==> src/rtl/cmc_defs.vh <==
// Constants for the core mode-control register bank
`ifndef CMC_DEFS_VH
`define CMC_DEFS_VH
// ==========================================
// Register select codes
`define CMC_SEL_MODE 1'b0
`define CMC_SEL_MASK 1'b1
// ==========================================
// Reset values
`define CMC_MODE_RST 32'h0000_0000
`define CMC_MASK_RST 32'h0020_0000
// ==========================================
// Writable bits of the mode word (reserved 9-8, 20-19, 31-25 and owner field excluded)
`define CMC_MODE_WMASK 32'h01e1_fcff
// Mask register follows the mode word bit for bit, reserved stay zero
`define CMC_MASK_WMASK 32'h01e7_fcff
// ==========================================
// Mode bit positions
`define CMC_B_BR8 0
`define CMC_B_BR0 1
`define CMC_B_ALT_RESULT_REGS_SEL 2
`define CMC_B_D1H 3
`define CMC_B_D1L 4
`define CMC_B_D2H 5
`define CMC_B_D2L 6
`define CMC_B_RFH 7
`define CMC_B_RFL 10
`define CMC_B_NEST 11
`define CMC_B_GIE 12
`define CMC_B_SAT 13
`define CMC_B_SSE 14
`define CMC_B_TRZ 15
`define CMC_B_R32 16
`define CMC_B_OWN_LO 17
`define CMC_B_OWN_HI 18
`define CMC_B_PE2 21
`define CMC_B_BC9 22
`define CMC_B_BC1 23
`define CMC_B_CBUF 24
// ==========================================
// Status stack depth
`define CMC_STK_DEPTH 3'h5
`define CMC_STK_AW 3
`endif

==> src/rtl/cmc_push_ctl.v <==
// Status push request combiner: instruction or qualifying interrupt entry
`timescale 1ns/1ps
module cmc_push_ctl (
	input wire push_instr_in,
	input wire [2:0] ext_irq_entry_in,
	input wire timer_irq_entry_in,
	output wire push_out
);
	// Any of the three external requests, timer expiry, or explicit push
	assign push_out = push_instr_in | (|ext_irq_entry_in) | timer_irq_entry_in; // RULE20
endmodule

==> src/rtl/cmc_stack.v <==
// Status stack holding saved mode words
`timescale 1ns/1ps
`include "cmc_defs.vh"
module cmc_stack (
	input wire mclk_in,
	input wire rst_b_in,
	input wire push_in,
	input wire pop_in,
	input wire [31:0] push_data_in,
	output wire [31:0] top_data_out,
	output wire empty_out,
	output wire full_out
);
	reg [31:0] mem [0:`CMC_STK_DEPTH-1];
	reg [`CMC_STK_AW-1:0] cnt_ff;
	wire [`CMC_STK_AW-1:0] top_idx;
	wire do_push;
	wire do_pop;
	// ==========================================
	// Pointer and flags; a push to a full stack is dropped
	assign empty_out = (cnt_ff == {`CMC_STK_AW{1'b0}});
	assign full_out = (cnt_ff == `CMC_STK_DEPTH);
	assign do_push = push_in & ~full_out;
	assign do_pop = pop_in & ~push_in & ~empty_out;
	assign top_idx = cnt_ff - 3'h1;
	assign top_data_out = empty_out ? `CMC_MODE_RST : mem[top_idx];
	// Occupancy count
	always @(posedge mclk_in or negedge rst_b_in) begin
		if (!rst_b_in) begin
			cnt_ff <= 3'h0;
		end else if (do_push) begin
			cnt_ff <= cnt_ff + 3'h1;
		end else if (do_pop) begin
			cnt_ff <= cnt_ff - 3'h1;
		end
	end
	// Storage, no reset needed since reads are gated by the count
	always @(posedge mclk_in) begin
		if (do_push) begin
			mem[cnt_ff] <= push_data_in;
		end
	end
endmodule

==> src/rtl/cmc_regs.v <==
// Core mode-control register bank: mode word, clear mask and status push
`timescale 1ns/1ps
`include "cmc_defs.vh"
// Overview of operation
// (RULE1) Software writes zero to reserved bits
// (RULE2) Mode word resets to all zeros
// (RULE3) Bits 0,1 enable bit-reversed addressing
// (RULE4) Bit 2 selects secondary multiply results
// (RULE5) Bits 3-6 select secondary generator sets
// (RULE6) Bits 7,10 select secondary register-file halves
// (RULE7) Bit 11 permits nesting of higher priority
// (RULE8) Bit 12 gates all maskable interrupts
// (RULE9) Bit 13 saturates fixed-point overflow results
// (RULE10) Bit 14 sign-extends short words, else zero-fill
// (RULE11) Bit 15 rounds toward zero, else nearest
// (RULE12) Bit 16 rounds floats to 32 bits
// (RULE13) Bits 18-17 report bus ownership, 00 master
// (RULE14) Bit 21 enables second element, else sleeps
// (RULE15) Bit 22 broadcasts pm loads via idx9
// (RULE16) Bit 23 broadcasts dm loads via idx1
// (RULE17) Bit 24 enables circular buffer wrapping
// (RULE18) Mask resets to bit 21, maps bitwise
// (RULE19) Push clears mode bits set in mask
// (RULE20) Push on instruction, external or timer entry
// (RULE21) Unmodified mode word saved before clearing
module cmc_regs (
	input wire mclk_in,
	input wire rst_b_in,
	input wire wr_en_in,
	input wire wr_sel_in,
	input wire [31:0] wr_data_in,
	input wire rd_sel_in,
	output wire [31:0] rd_data_out,
	input wire push_instr_in,
	input wire pop_instr_in,
	input wire [2:0] ext_irq_entry_in,
	input wire timer_irq_entry_in,
	input wire [1:0] bus_owner_code_in,
	output wire stack_full_out,
	output wire stack_empty_out,
	output wire [31:0] core_mode_word_out,
	output wire bitrev_second_gen_idx8_out,
	output wire bitrev_first_gen_idx0_out,
	output wire alt_result_regs_sel_out,
	output wire alt_first_gen_upper_out,
	output wire alt_first_gen_lower_out,
	output wire alt_second_gen_upper_out,
	output wire alt_second_gen_lower_out,
	output wire alt_regfile_upper_out,
	output wire alt_regfile_lower_out,
	output wire irq_nesting_en_out,
	output wire global_irq_en_out,
	output wire fixed_saturate_sel_out,
	output wire short_word_sign_ext_out,
	output wire round_toward_zero_sel_out,
	output wire float_round_narrow_sel_out,
	output wire is_bus_master_out,
	output wire second_element_en_out,
	output wire second_element_sleep_out,
	output wire broadcast_pm_idx9_out,
	output wire broadcast_dm_idx1_out,
	output wire circular_addr_en_out
);
	// ==========================================
	// Reset release
	reg rst_s1_ff;
	reg rst_s2_ff;
	wire rst_b;
	always @(posedge mclk_in or negedge rst_b_in) begin
		if (!rst_b_in) begin
			rst_s1_ff <= 1'b0;
			rst_s2_ff <= 1'b0;
		end else begin
			rst_s1_ff <= 1'b1;
			rst_s2_ff <= rst_s1_ff;
		end
	end
	assign rst_b = rst_s2_ff;

	// ==========================================
	// Bus owner code pin sync, three stages, accept when last two agree
	reg [1:0] own_s1_ff;
	reg [1:0] own_s2_ff;
	reg [1:0] own_s3_ff;
	reg [1:0] own_ff;
	always @(posedge mclk_in or negedge rst_b) begin
		if (!rst_b) begin
			own_s1_ff <= 2'h0;
			own_s2_ff <= 2'h0;
			own_s3_ff <= 2'h0;
			own_ff <= 2'h0;
		end else begin
			own_s1_ff <= bus_owner_code_in;
			own_s2_ff <= own_s1_ff;
			own_s3_ff <= own_s2_ff;
			if (own_s2_ff == own_s3_ff) begin
				own_ff <= own_s3_ff;
			end
		end
	end

	// ==========================================
	// Push request and status stack
	wire push;
	wire [31:0] stk_top;
	reg [31:0] mode_ff;
	reg [31:0] mask_ff;
	reg [31:0] nxt_mode;
	reg [31:0] nxt_mask;
	wire [31:0] mode_view;
	cmc_push_ctl u_push (
		.push_instr_in(push_instr_in),
		.ext_irq_entry_in(ext_irq_entry_in),
		.timer_irq_entry_in(timer_irq_entry_in),
		.push_out(push)
	);
	// Stack captures the word as seen before the mask clear
	cmc_stack u_stack (
		.mclk_in(mclk_in),
		.rst_b_in(rst_b),
		.push_in(push),
		.pop_in(pop_instr_in),
		.push_data_in(mode_view), // RULE21
		.top_data_out(stk_top),
		.empty_out(stack_empty_out),
		.full_out(stack_full_out)
	);

	// Owner field is read-only status, spliced into the visible word
	assign mode_view = {mode_ff[31:19], own_ff, mode_ff[16:0]}; // RULE13

	// ==========================================
	// Next-state of mode word: write, then push clear, or pop restore when there is no push
	// Reserved bits are forced to zero because software is expected to write zeros there
	always @* begin
		nxt_mode = mode_ff;
		if (wr_en_in && wr_sel_in == `CMC_SEL_MODE) begin
			nxt_mode = wr_data_in & `CMC_MODE_WMASK; // RULE1
		end
		if (push) begin
			nxt_mode = nxt_mode & ~mask_ff; // RULE19
		end else if (pop_instr_in && !stack_empty_out) begin
			nxt_mode = stk_top & `CMC_MODE_WMASK;
		end
	end

	// Next-state of clear mask
	always @* begin
		nxt_mask = mask_ff;
		if (wr_en_in && wr_sel_in == `CMC_SEL_MASK) begin
			nxt_mask = wr_data_in & `CMC_MASK_WMASK; // RULE18
		end
	end

	// Register update
	always @(posedge mclk_in or negedge rst_b) begin
		if (!rst_b) begin
			mode_ff <= `CMC_MODE_RST; // RULE2
			mask_ff <= `CMC_MASK_RST; // RULE18
		end else begin
			mode_ff <= nxt_mode;
			mask_ff <= nxt_mask;
		end
	end

	// ==========================================
	// Readback
	reg [31:0] rd_ff;
	always @(posedge mclk_in or negedge rst_b) begin
		if (!rst_b) begin
			rd_ff <= 32'h0000_0000;
		end else begin
			rd_ff <= (rd_sel_in == `CMC_SEL_MASK) ? mask_ff : mode_view;
		end
	end
	assign rd_data_out = rd_ff;
	assign core_mode_word_out = mode_view;

	// ==========================================
	// Mode decode to consumers
	assign bitrev_second_gen_idx8_out = mode_ff[`CMC_B_BR8]; // RULE3
	assign bitrev_first_gen_idx0_out = mode_ff[`CMC_B_BR0]; // RULE3
	assign alt_result_regs_sel_out = mode_ff[`CMC_B_ALT_RESULT_REGS_SEL]; // RULE4
	assign alt_first_gen_upper_out = mode_ff[`CMC_B_D1H]; // RULE5
	assign alt_first_gen_lower_out = mode_ff[`CMC_B_D1L]; // RULE5
	assign alt_second_gen_upper_out = mode_ff[`CMC_B_D2H]; // RULE5
	assign alt_second_gen_lower_out = mode_ff[`CMC_B_D2L]; // RULE5
	assign alt_regfile_upper_out = mode_ff[`CMC_B_RFH]; // RULE6
	assign alt_regfile_lower_out = mode_ff[`CMC_B_RFL]; // RULE6
	assign irq_nesting_en_out = mode_ff[`CMC_B_NEST]; // RULE7
	assign global_irq_en_out = mode_ff[`CMC_B_GIE]; // RULE8
	assign fixed_saturate_sel_out = mode_ff[`CMC_B_SAT]; // RULE9
	assign short_word_sign_ext_out = mode_ff[`CMC_B_SSE]; // RULE10
	assign round_toward_zero_sel_out = mode_ff[`CMC_B_TRZ]; // RULE11
	assign float_round_narrow_sel_out = mode_ff[`CMC_B_R32]; // RULE12
	assign is_bus_master_out = (own_ff == 2'h0); // RULE13
	assign second_element_en_out = mode_ff[`CMC_B_PE2]; // RULE14
	assign second_element_sleep_out = ~mode_ff[`CMC_B_PE2]; // RULE14
	assign broadcast_pm_idx9_out = mode_ff[`CMC_B_BC9]; // RULE15
	assign broadcast_dm_idx1_out = mode_ff[`CMC_B_BC1]; // RULE16
	assign circular_addr_en_out = mode_ff[`CMC_B_CBUF]; // RULE17
endmodule

==> config.mk <==
export PLATFORM = sky130hd
export DESIGN_NAME = cmc_regs
export DESIGN_NICKNAME = d
export VERILOG_FILES = /design/src/rtl/cmc_push_ctl.v /design/src/rtl/cmc_stack.v /design/src/rtl/cmc_regs.v
export VERILOG_INCLUDE_DIRS = /design/src /design/src/rtl
export SDC_FILE = /design/constraint.sdc
export NUM_CORES = 1
export LEC_CHECK = 0
export ABC_AREA = 1
export BUFFER_PORTS_ARGS = -buffer_cell sky130_fd_sc_hd__buf_2
export CORE_MARGIN = 2
export CORE_UTILIZATION = 48
export DETAILED_ROUTE_END_ITERATION = 6
export GPL_TIMING_DRIVEN = 0
export MAX_ROUTING_LAYER = met4
export PLACE_DENSITY = 0.79
export SLEW_MARGIN = 0
export SYNTH_ARGS = -nofsm -noshare
export SYNTH_HDL_FRONTEND = slang
export SYNTH_SLANG_ARGS = --single-unit
==> constraint.sdc <==
create_clock -name mclk_in -period 6.35 [get_ports mclk_in]
set_input_delay 1.27 -clock mclk_in [delete_from_list [all_inputs] [get_ports mclk_in]]
set_output_delay 1.27 -clock mclk_in [all_outputs]
set_load 0.01 [all_outputs]
**After elaboration in Yosys (flattened, before gate mapping)**

Memories as Yosys holds them, arrays and structs flattened.
Cells that the tools add are included.

- $add $sub $neg: 2
- Equal/unequal tests: 2
- Muxes and demuxes: 9
- Bitwise gates (word level): 12
- Reduce and logical (&&, ||, !) cells: 8

Operators with widths:

| operator | number |
|---|---|
| two-way mux 32 bit | 4 |
| bitwise AND 32 bit | 1 |
| NOT 25 -> 32 bit | 1 |
| two-way mux 25 bit | 1 |
| two-way mux 3 bit | 2 |
| NOT 1 bit | 5 |
| adder 3 x 1 -> 3 bit (second input constant) | 1 |
| bitwise AND 1 bit | 3 |
| equality test 3 bit (second input constant) | 1 |
| logical AND 1 bit | 3 |
| logical NOT 3 bit | 1 |
| OR reduction 3 bit | 1 |
| subtractor 3 x 1 -> 3 bit (second input constant) | 1 |
| equality test 2 bit | 1 |
| logical NOT 2 bit | 1 |
| two-way mux 1 bit | 2 |
| OR 1 bit | 2 |
| nonzero test 2 bit | 1 |
| logical NOT 1 bit | 1 |

- Register bits: 98
- Bits in writable memories: 160
- Input port bits: 45
- Output and inout bits: 87
- Word-level logic and storage cells: 44
- Memories: 1

Memories:

| memory | depth | bits a word | read ports | clocked after Yosys merged registers in | write ports | RTL line | source |
|---|---|---|---|---|---|---|---|
| u_stack.mem | 5 | 32 | 1 | 0 | 1 | cmc_stack.v:14 | `` reg [31:0] mem [0:`CMC_STK_DEPTH-1]; `` |

**Longest topological paths before layout**

- Word-level depth: 8
- Depth in mapped cells: 11
- Gate-level depth less buffers: 9

**Hierarchy**

A second synthesis with hierarchy kept.

- Cells, all modules: 1,061
- Area total of the unflattened synthesis: 11,018.1 um2

Modules (own cells, without submodules):

| module | times used | cells each | area each (um2) | sequential area each (um2) |
|---|---|---|---|---|
| cmc_stack | 1 | 562 | 6,870.3 | 4,879.7 |
| cmc_regs | 1 | 495 | 4,131.5 | 2,328.5 |
| cmc_push_ctl | 1 | 4 | 16.3 | 0.0 |

**Worst setup path after synthesis**

OpenSTA, ideal clock, no wires.

- Path kind: in2reg
- From: input push_instr_in
- To: memory u_stack.mem[1][0], enable pin
- Setup time: 0.419 ns
- Arrival: 2.876 ns
- Required time: 5.931 ns
- Slack: 3.055 ns
- Stages on the path: 4
- Buffers on the path: 0
- Cell sequence: inv_1 nand4_1 nand2_1 nor3_1

- Word-level cells in the longest chain between the ends: 5

RTL lines:

| item | RTL line | source |
|---|---|---|
| from (decl) | cmc_regs.v:34 | `input wire push_instr_in,` |
| OR 1 bit (2 in a row) | cmc_push_ctl.v:10 | `assign push_out = push_instr_in \| (\|ext_irq_entry_in) \| timer_irq_entry_in;` |
| bitwise AND 1 bit | cmc_stack.v:23 | `assign do_push = push_in & ~full_out;` |
| two-way mux 1 bit | cmc_stack.v:39 | `if (do_push) begin` |
| two-way mux 1 bit (implied by the code) | cmc_stack.v:40 | `mem[cnt_ff] <= push_data_in;` |
| to (decl) | cmc_stack.v:14 |  |

Every way passes these cells.

**Worst setup path in the final report**

- From: register u_stack.cnt_ff[0]
- To: output stack_empty_out

- Word-level cells in the longest chain between the ends: 1

RTL lines:

| item | RTL line | source |
|---|---|---|
| from (decl) | cmc_stack.v:15 | `` reg [`CMC_STK_AW-1:0] cnt_ff; `` |
| from (signal assigned) | cmc_stack.v:32 | `cnt_ff <= cnt_ff + 3'h1;` |
| from (signal assigned) | cmc_stack.v:34 | `cnt_ff <= cnt_ff - 3'h1;` |
| logical NOT 3 bit | cmc_stack.v:21 | `` assign empty_out = (cnt_ff == {`CMC_STK_AW{1'b0}}); `` |
| to (decl) | cmc_regs.v:40 | `output wire stack_empty_out,` |

Every way passes these cells.

==> summary.md <==
| Metric | Value |
|---|---|
| Hpwl dp | 12.8 mm |
| DR vias | 5,928 |
| Vias in the first global route | 5,715 |
| Largest net degree at the start of global routing | 61 |
| Core area | 16,000 µm² |
| DIE HEIGHT | 132 µm |
| Setup Skew | 8.27 ps |
| Internal | 2560 µW |
| Reg2Reg Depth | 9 |
| Die area | 17,500 µm² |
| CP arrival | 1850 ps |
| Post_cts resized | 0 |
| Vias/cell | 5.32 |
| Final Wtd Congestion | 0.880 |
| Htree depth | 4 |
| First-pass GRT wire length | 29.9 mm |
| Average routed wire per standard cell | 17.2 µm |
| Fin nets | 935 |
| Worst-path fanout max | 10 |
| Register area share after synthesis | 66.6% |
| Area Overhead vs Synth | 19.6% |
| Fin crit share | 49.1% |
| Status | finished, final reports clean |
| Area occupied by multi-input gates | 2090 µm² |
| Post-CTS Hold Fix Bufs | 0 |
| Clock transition at path regs | 60 ps |
| Seq cells post-synth | 191 |
| CTS tree | done |
| Cell Area, Synth | 7890 µm² |
| Peak supply drop | 206 µV |
| PwrDens | 419 nW/µm² |
| Inserted Clock Buffers | 17 |
| Fillers | 1,285 |
| Synth warn | 0 |
| Fmax | 0.320 GHz |
| Part of the power in the clock network | 25.7% |
| CP Capture Type | output port |
| Psw | 1390 µW |
| Power share of the combinational group | 32.0% |
| Drc violations | 0 |
| Post-Synthesis Cells | 743 |
| WP data required | 5080 ps |
| RSZ-0062 raised after global routing | false |
| Post-CTS Setup Bufs | 0 |
| Die X | 132 µm |
| Syn Nets | 792 |
| Fin crit period | 3120 ps |
| Rows | 46 |
| Root buffer cell | clkbuf_16 |
| Synth unique cells | 25 |
| Worst-margin pin slew | 973 ps |
| DR iter-0 viols | 378 |
| Initial Utilization | 49.3% |
| Syn_area_per_cell | 10.6 µm² |
| Clock Sinks | 191 |
| Total GRT Usage | 22.9% |
| Share of cells above drive strength 1 | 25.8% |
| Final setup fails | 0 |
| Final WS setup | 3230 ps |
| Initial antenna violation count | 0 |
| Final hold viol count | 0 |
| Net Sw Frac | 35.3% |
| DP Worst Slack | 3250 ps |
| Type of origin of the critical path | flop |
| Worst Hold Class | reg -> async |
| Part of the power in registers | 42.3% |
| Port Buffers | 119 |
| Gr ovfl total | 0 |
| Worst-Skew Late Latency | 420 ps |
| Diode count | 0 |
| Leak pwr | 0.00449 µW |
| Final slew viol count | 0 |
| Fin Setup TNS | 0 ps |
| Max-slew headroom | 35.0% |
| Ports | 132 |
| Post-Route WL | 19.1 mm |
| Antenna violation net count after detailed routing | 0 |
| Clk buf depth | 2 |
| CP Class | reg -> out |
| Register area | 5260 µm² |
| Final Total Pwr | 3950 µW |
| Drt pass-1 iters | 7 |
| Max_cap viols | 0 |
[cell families after synthesis]
family                   Yosys count  share of synthesized area, %
AO/OA/AOI/OAI                     61                          3.87
XOR/XNOR                           2                         0.222
adder cells (fa/ha/maj)            4                         0.634
buffers and inverters            109                          7.18
flip-flops                       191                          66.6
multiplexers                      15                          2.14
other                              1                        0.0475
AND/OR/NAND/NOR                  360                          19.3
[Yosys cell counts]
master    number  area (µm²)
inv_1         49         184
nand2_1      181         679
dfstp_2        1        26.3
ha_1           4        50.1
buf_8          1        15.0
nor2_1        51         191
xor2_1         1        8.76
nor3_1        13        65.1
buf_6          6        67.6
conb_1         1        3.75
nor2_2         1        6.26
mux2_2        15         169
clkbuf_1       8        30.0
buf_4         22         165
nand3_1      105         526
buf_1          3        11.3
o21ai_0        5        25.0
inv_2          5        18.8
dfrtp_1       95        2380
xnor2_1        1        8.76
nand4_1        1        6.26
nand2_2        8        50.1
edfxtp_1      95        2850
a21oi_1       56         280
buf_2         15        75.1
[critical path, cell delays in order, from the launching register on]
cell	delay (ps)
dfrtp_1	460
inv_2	180
buf_2	260
ha_1	180
ha_1	190
buf_2	150
[area by class of cell]
class	count	area share (%)
clock buffers	28	5.86
multi-input cells	443	22.1
inverters	54	2.15
flip-flops and latches	191	55.7
plain buffers	55	3.86
clock inverters	4	0.239
repair buffers	124	7.20
well taps	216	2.86
[routing by layer]
| metal | routed length [µm] | vias to the layer above | track usage [%] |
|---|---|---|---|
| met5 | 0 | - | - |
| met4 | 493 | 0 | 8.96 |
| met3 | 1380 | 47 | 4.58 |
| met2 | 9200 | 295 | 35.6 |
| met1 | 8060 | 2851 | 30.1 |
| li1 | - | 2735 | - |
[per-stage QoR]
stage	utilization (%)	instance area [µm²]	hold slack [ps]	std cells
floorplan	-	7890	331	743
global placement	54.7	8760	332	1078
detailed placement	55.4	8860	305	1083
CTS	59.0	9440	314	1115
global route	59.0	9440	348	1115
finish	59.0	9440	294	1115
[worst paths after layout]
kind,from,endpoint,slack (ps)
setup / recovery,u_stack.cnt_ff[0],stack_empty_out,3230
hold / removal,rst_b,rd_data_out[2],290
setup reg to reg,u_stack.cnt_ff[0],mode_ff[24],3850
hold reg to reg,rst_b,rd_data_out[2],290
max in group asynchronous,rst_b,mask_ff[21],5370
min in group mclk_in,own_s1_ff[1],own_s2_ff[1],350
[sequential cells by signal, indices dropped and copies added, names as in the netlist]
register        flops
rst_s1_ff           1
own_s3_ff           2
mask_ff            21
rst_b               1
own_ff              2
own_s2_ff           2
rd_data_out        32
mode_ff            30
own_s1_ff           2
u_stack.cnt_ff      3
u_stack.mem        95
[power groups by stage]
stage               logic [µW]  clock network [µW]  registers (µW)
floorplan                  785                   0            1680
finish                    1270                1020            1670
global placement          1160                   0            1700
CTS                       1260                1020            1670
detailed placement        1240                   0            1690
global route              1380                1080            1690
[cell usage in the layout (no fill, tap or decap)]
cell type    n
buf_6        7
dfstp_2      1
nand2_1    181
nor3_2       2
nor3_1      11
clkbuf_16   19
o21ai_0      5
inv_2        5
clkbuf_8     4
edfxtp_1    95
dfrtp_1     94
clkinv_2     2
nand2_2      8
buf_4       22
inv_1       49
nor2_1      48
clkbuf_4     1
clkbuf_1    12
buf_16       1
nand3_1    105
ha_1         4
mux2_2      15
conb_1       1
buf_8        4
xnor2_1      1
nor2_2       4
buf_1        3
buf_2      134
dfrtp_4      1
inv_4        2
a21oi_1     56
xor2_1       1
nand4_1      1
Power figures use the tool's default switching activity.
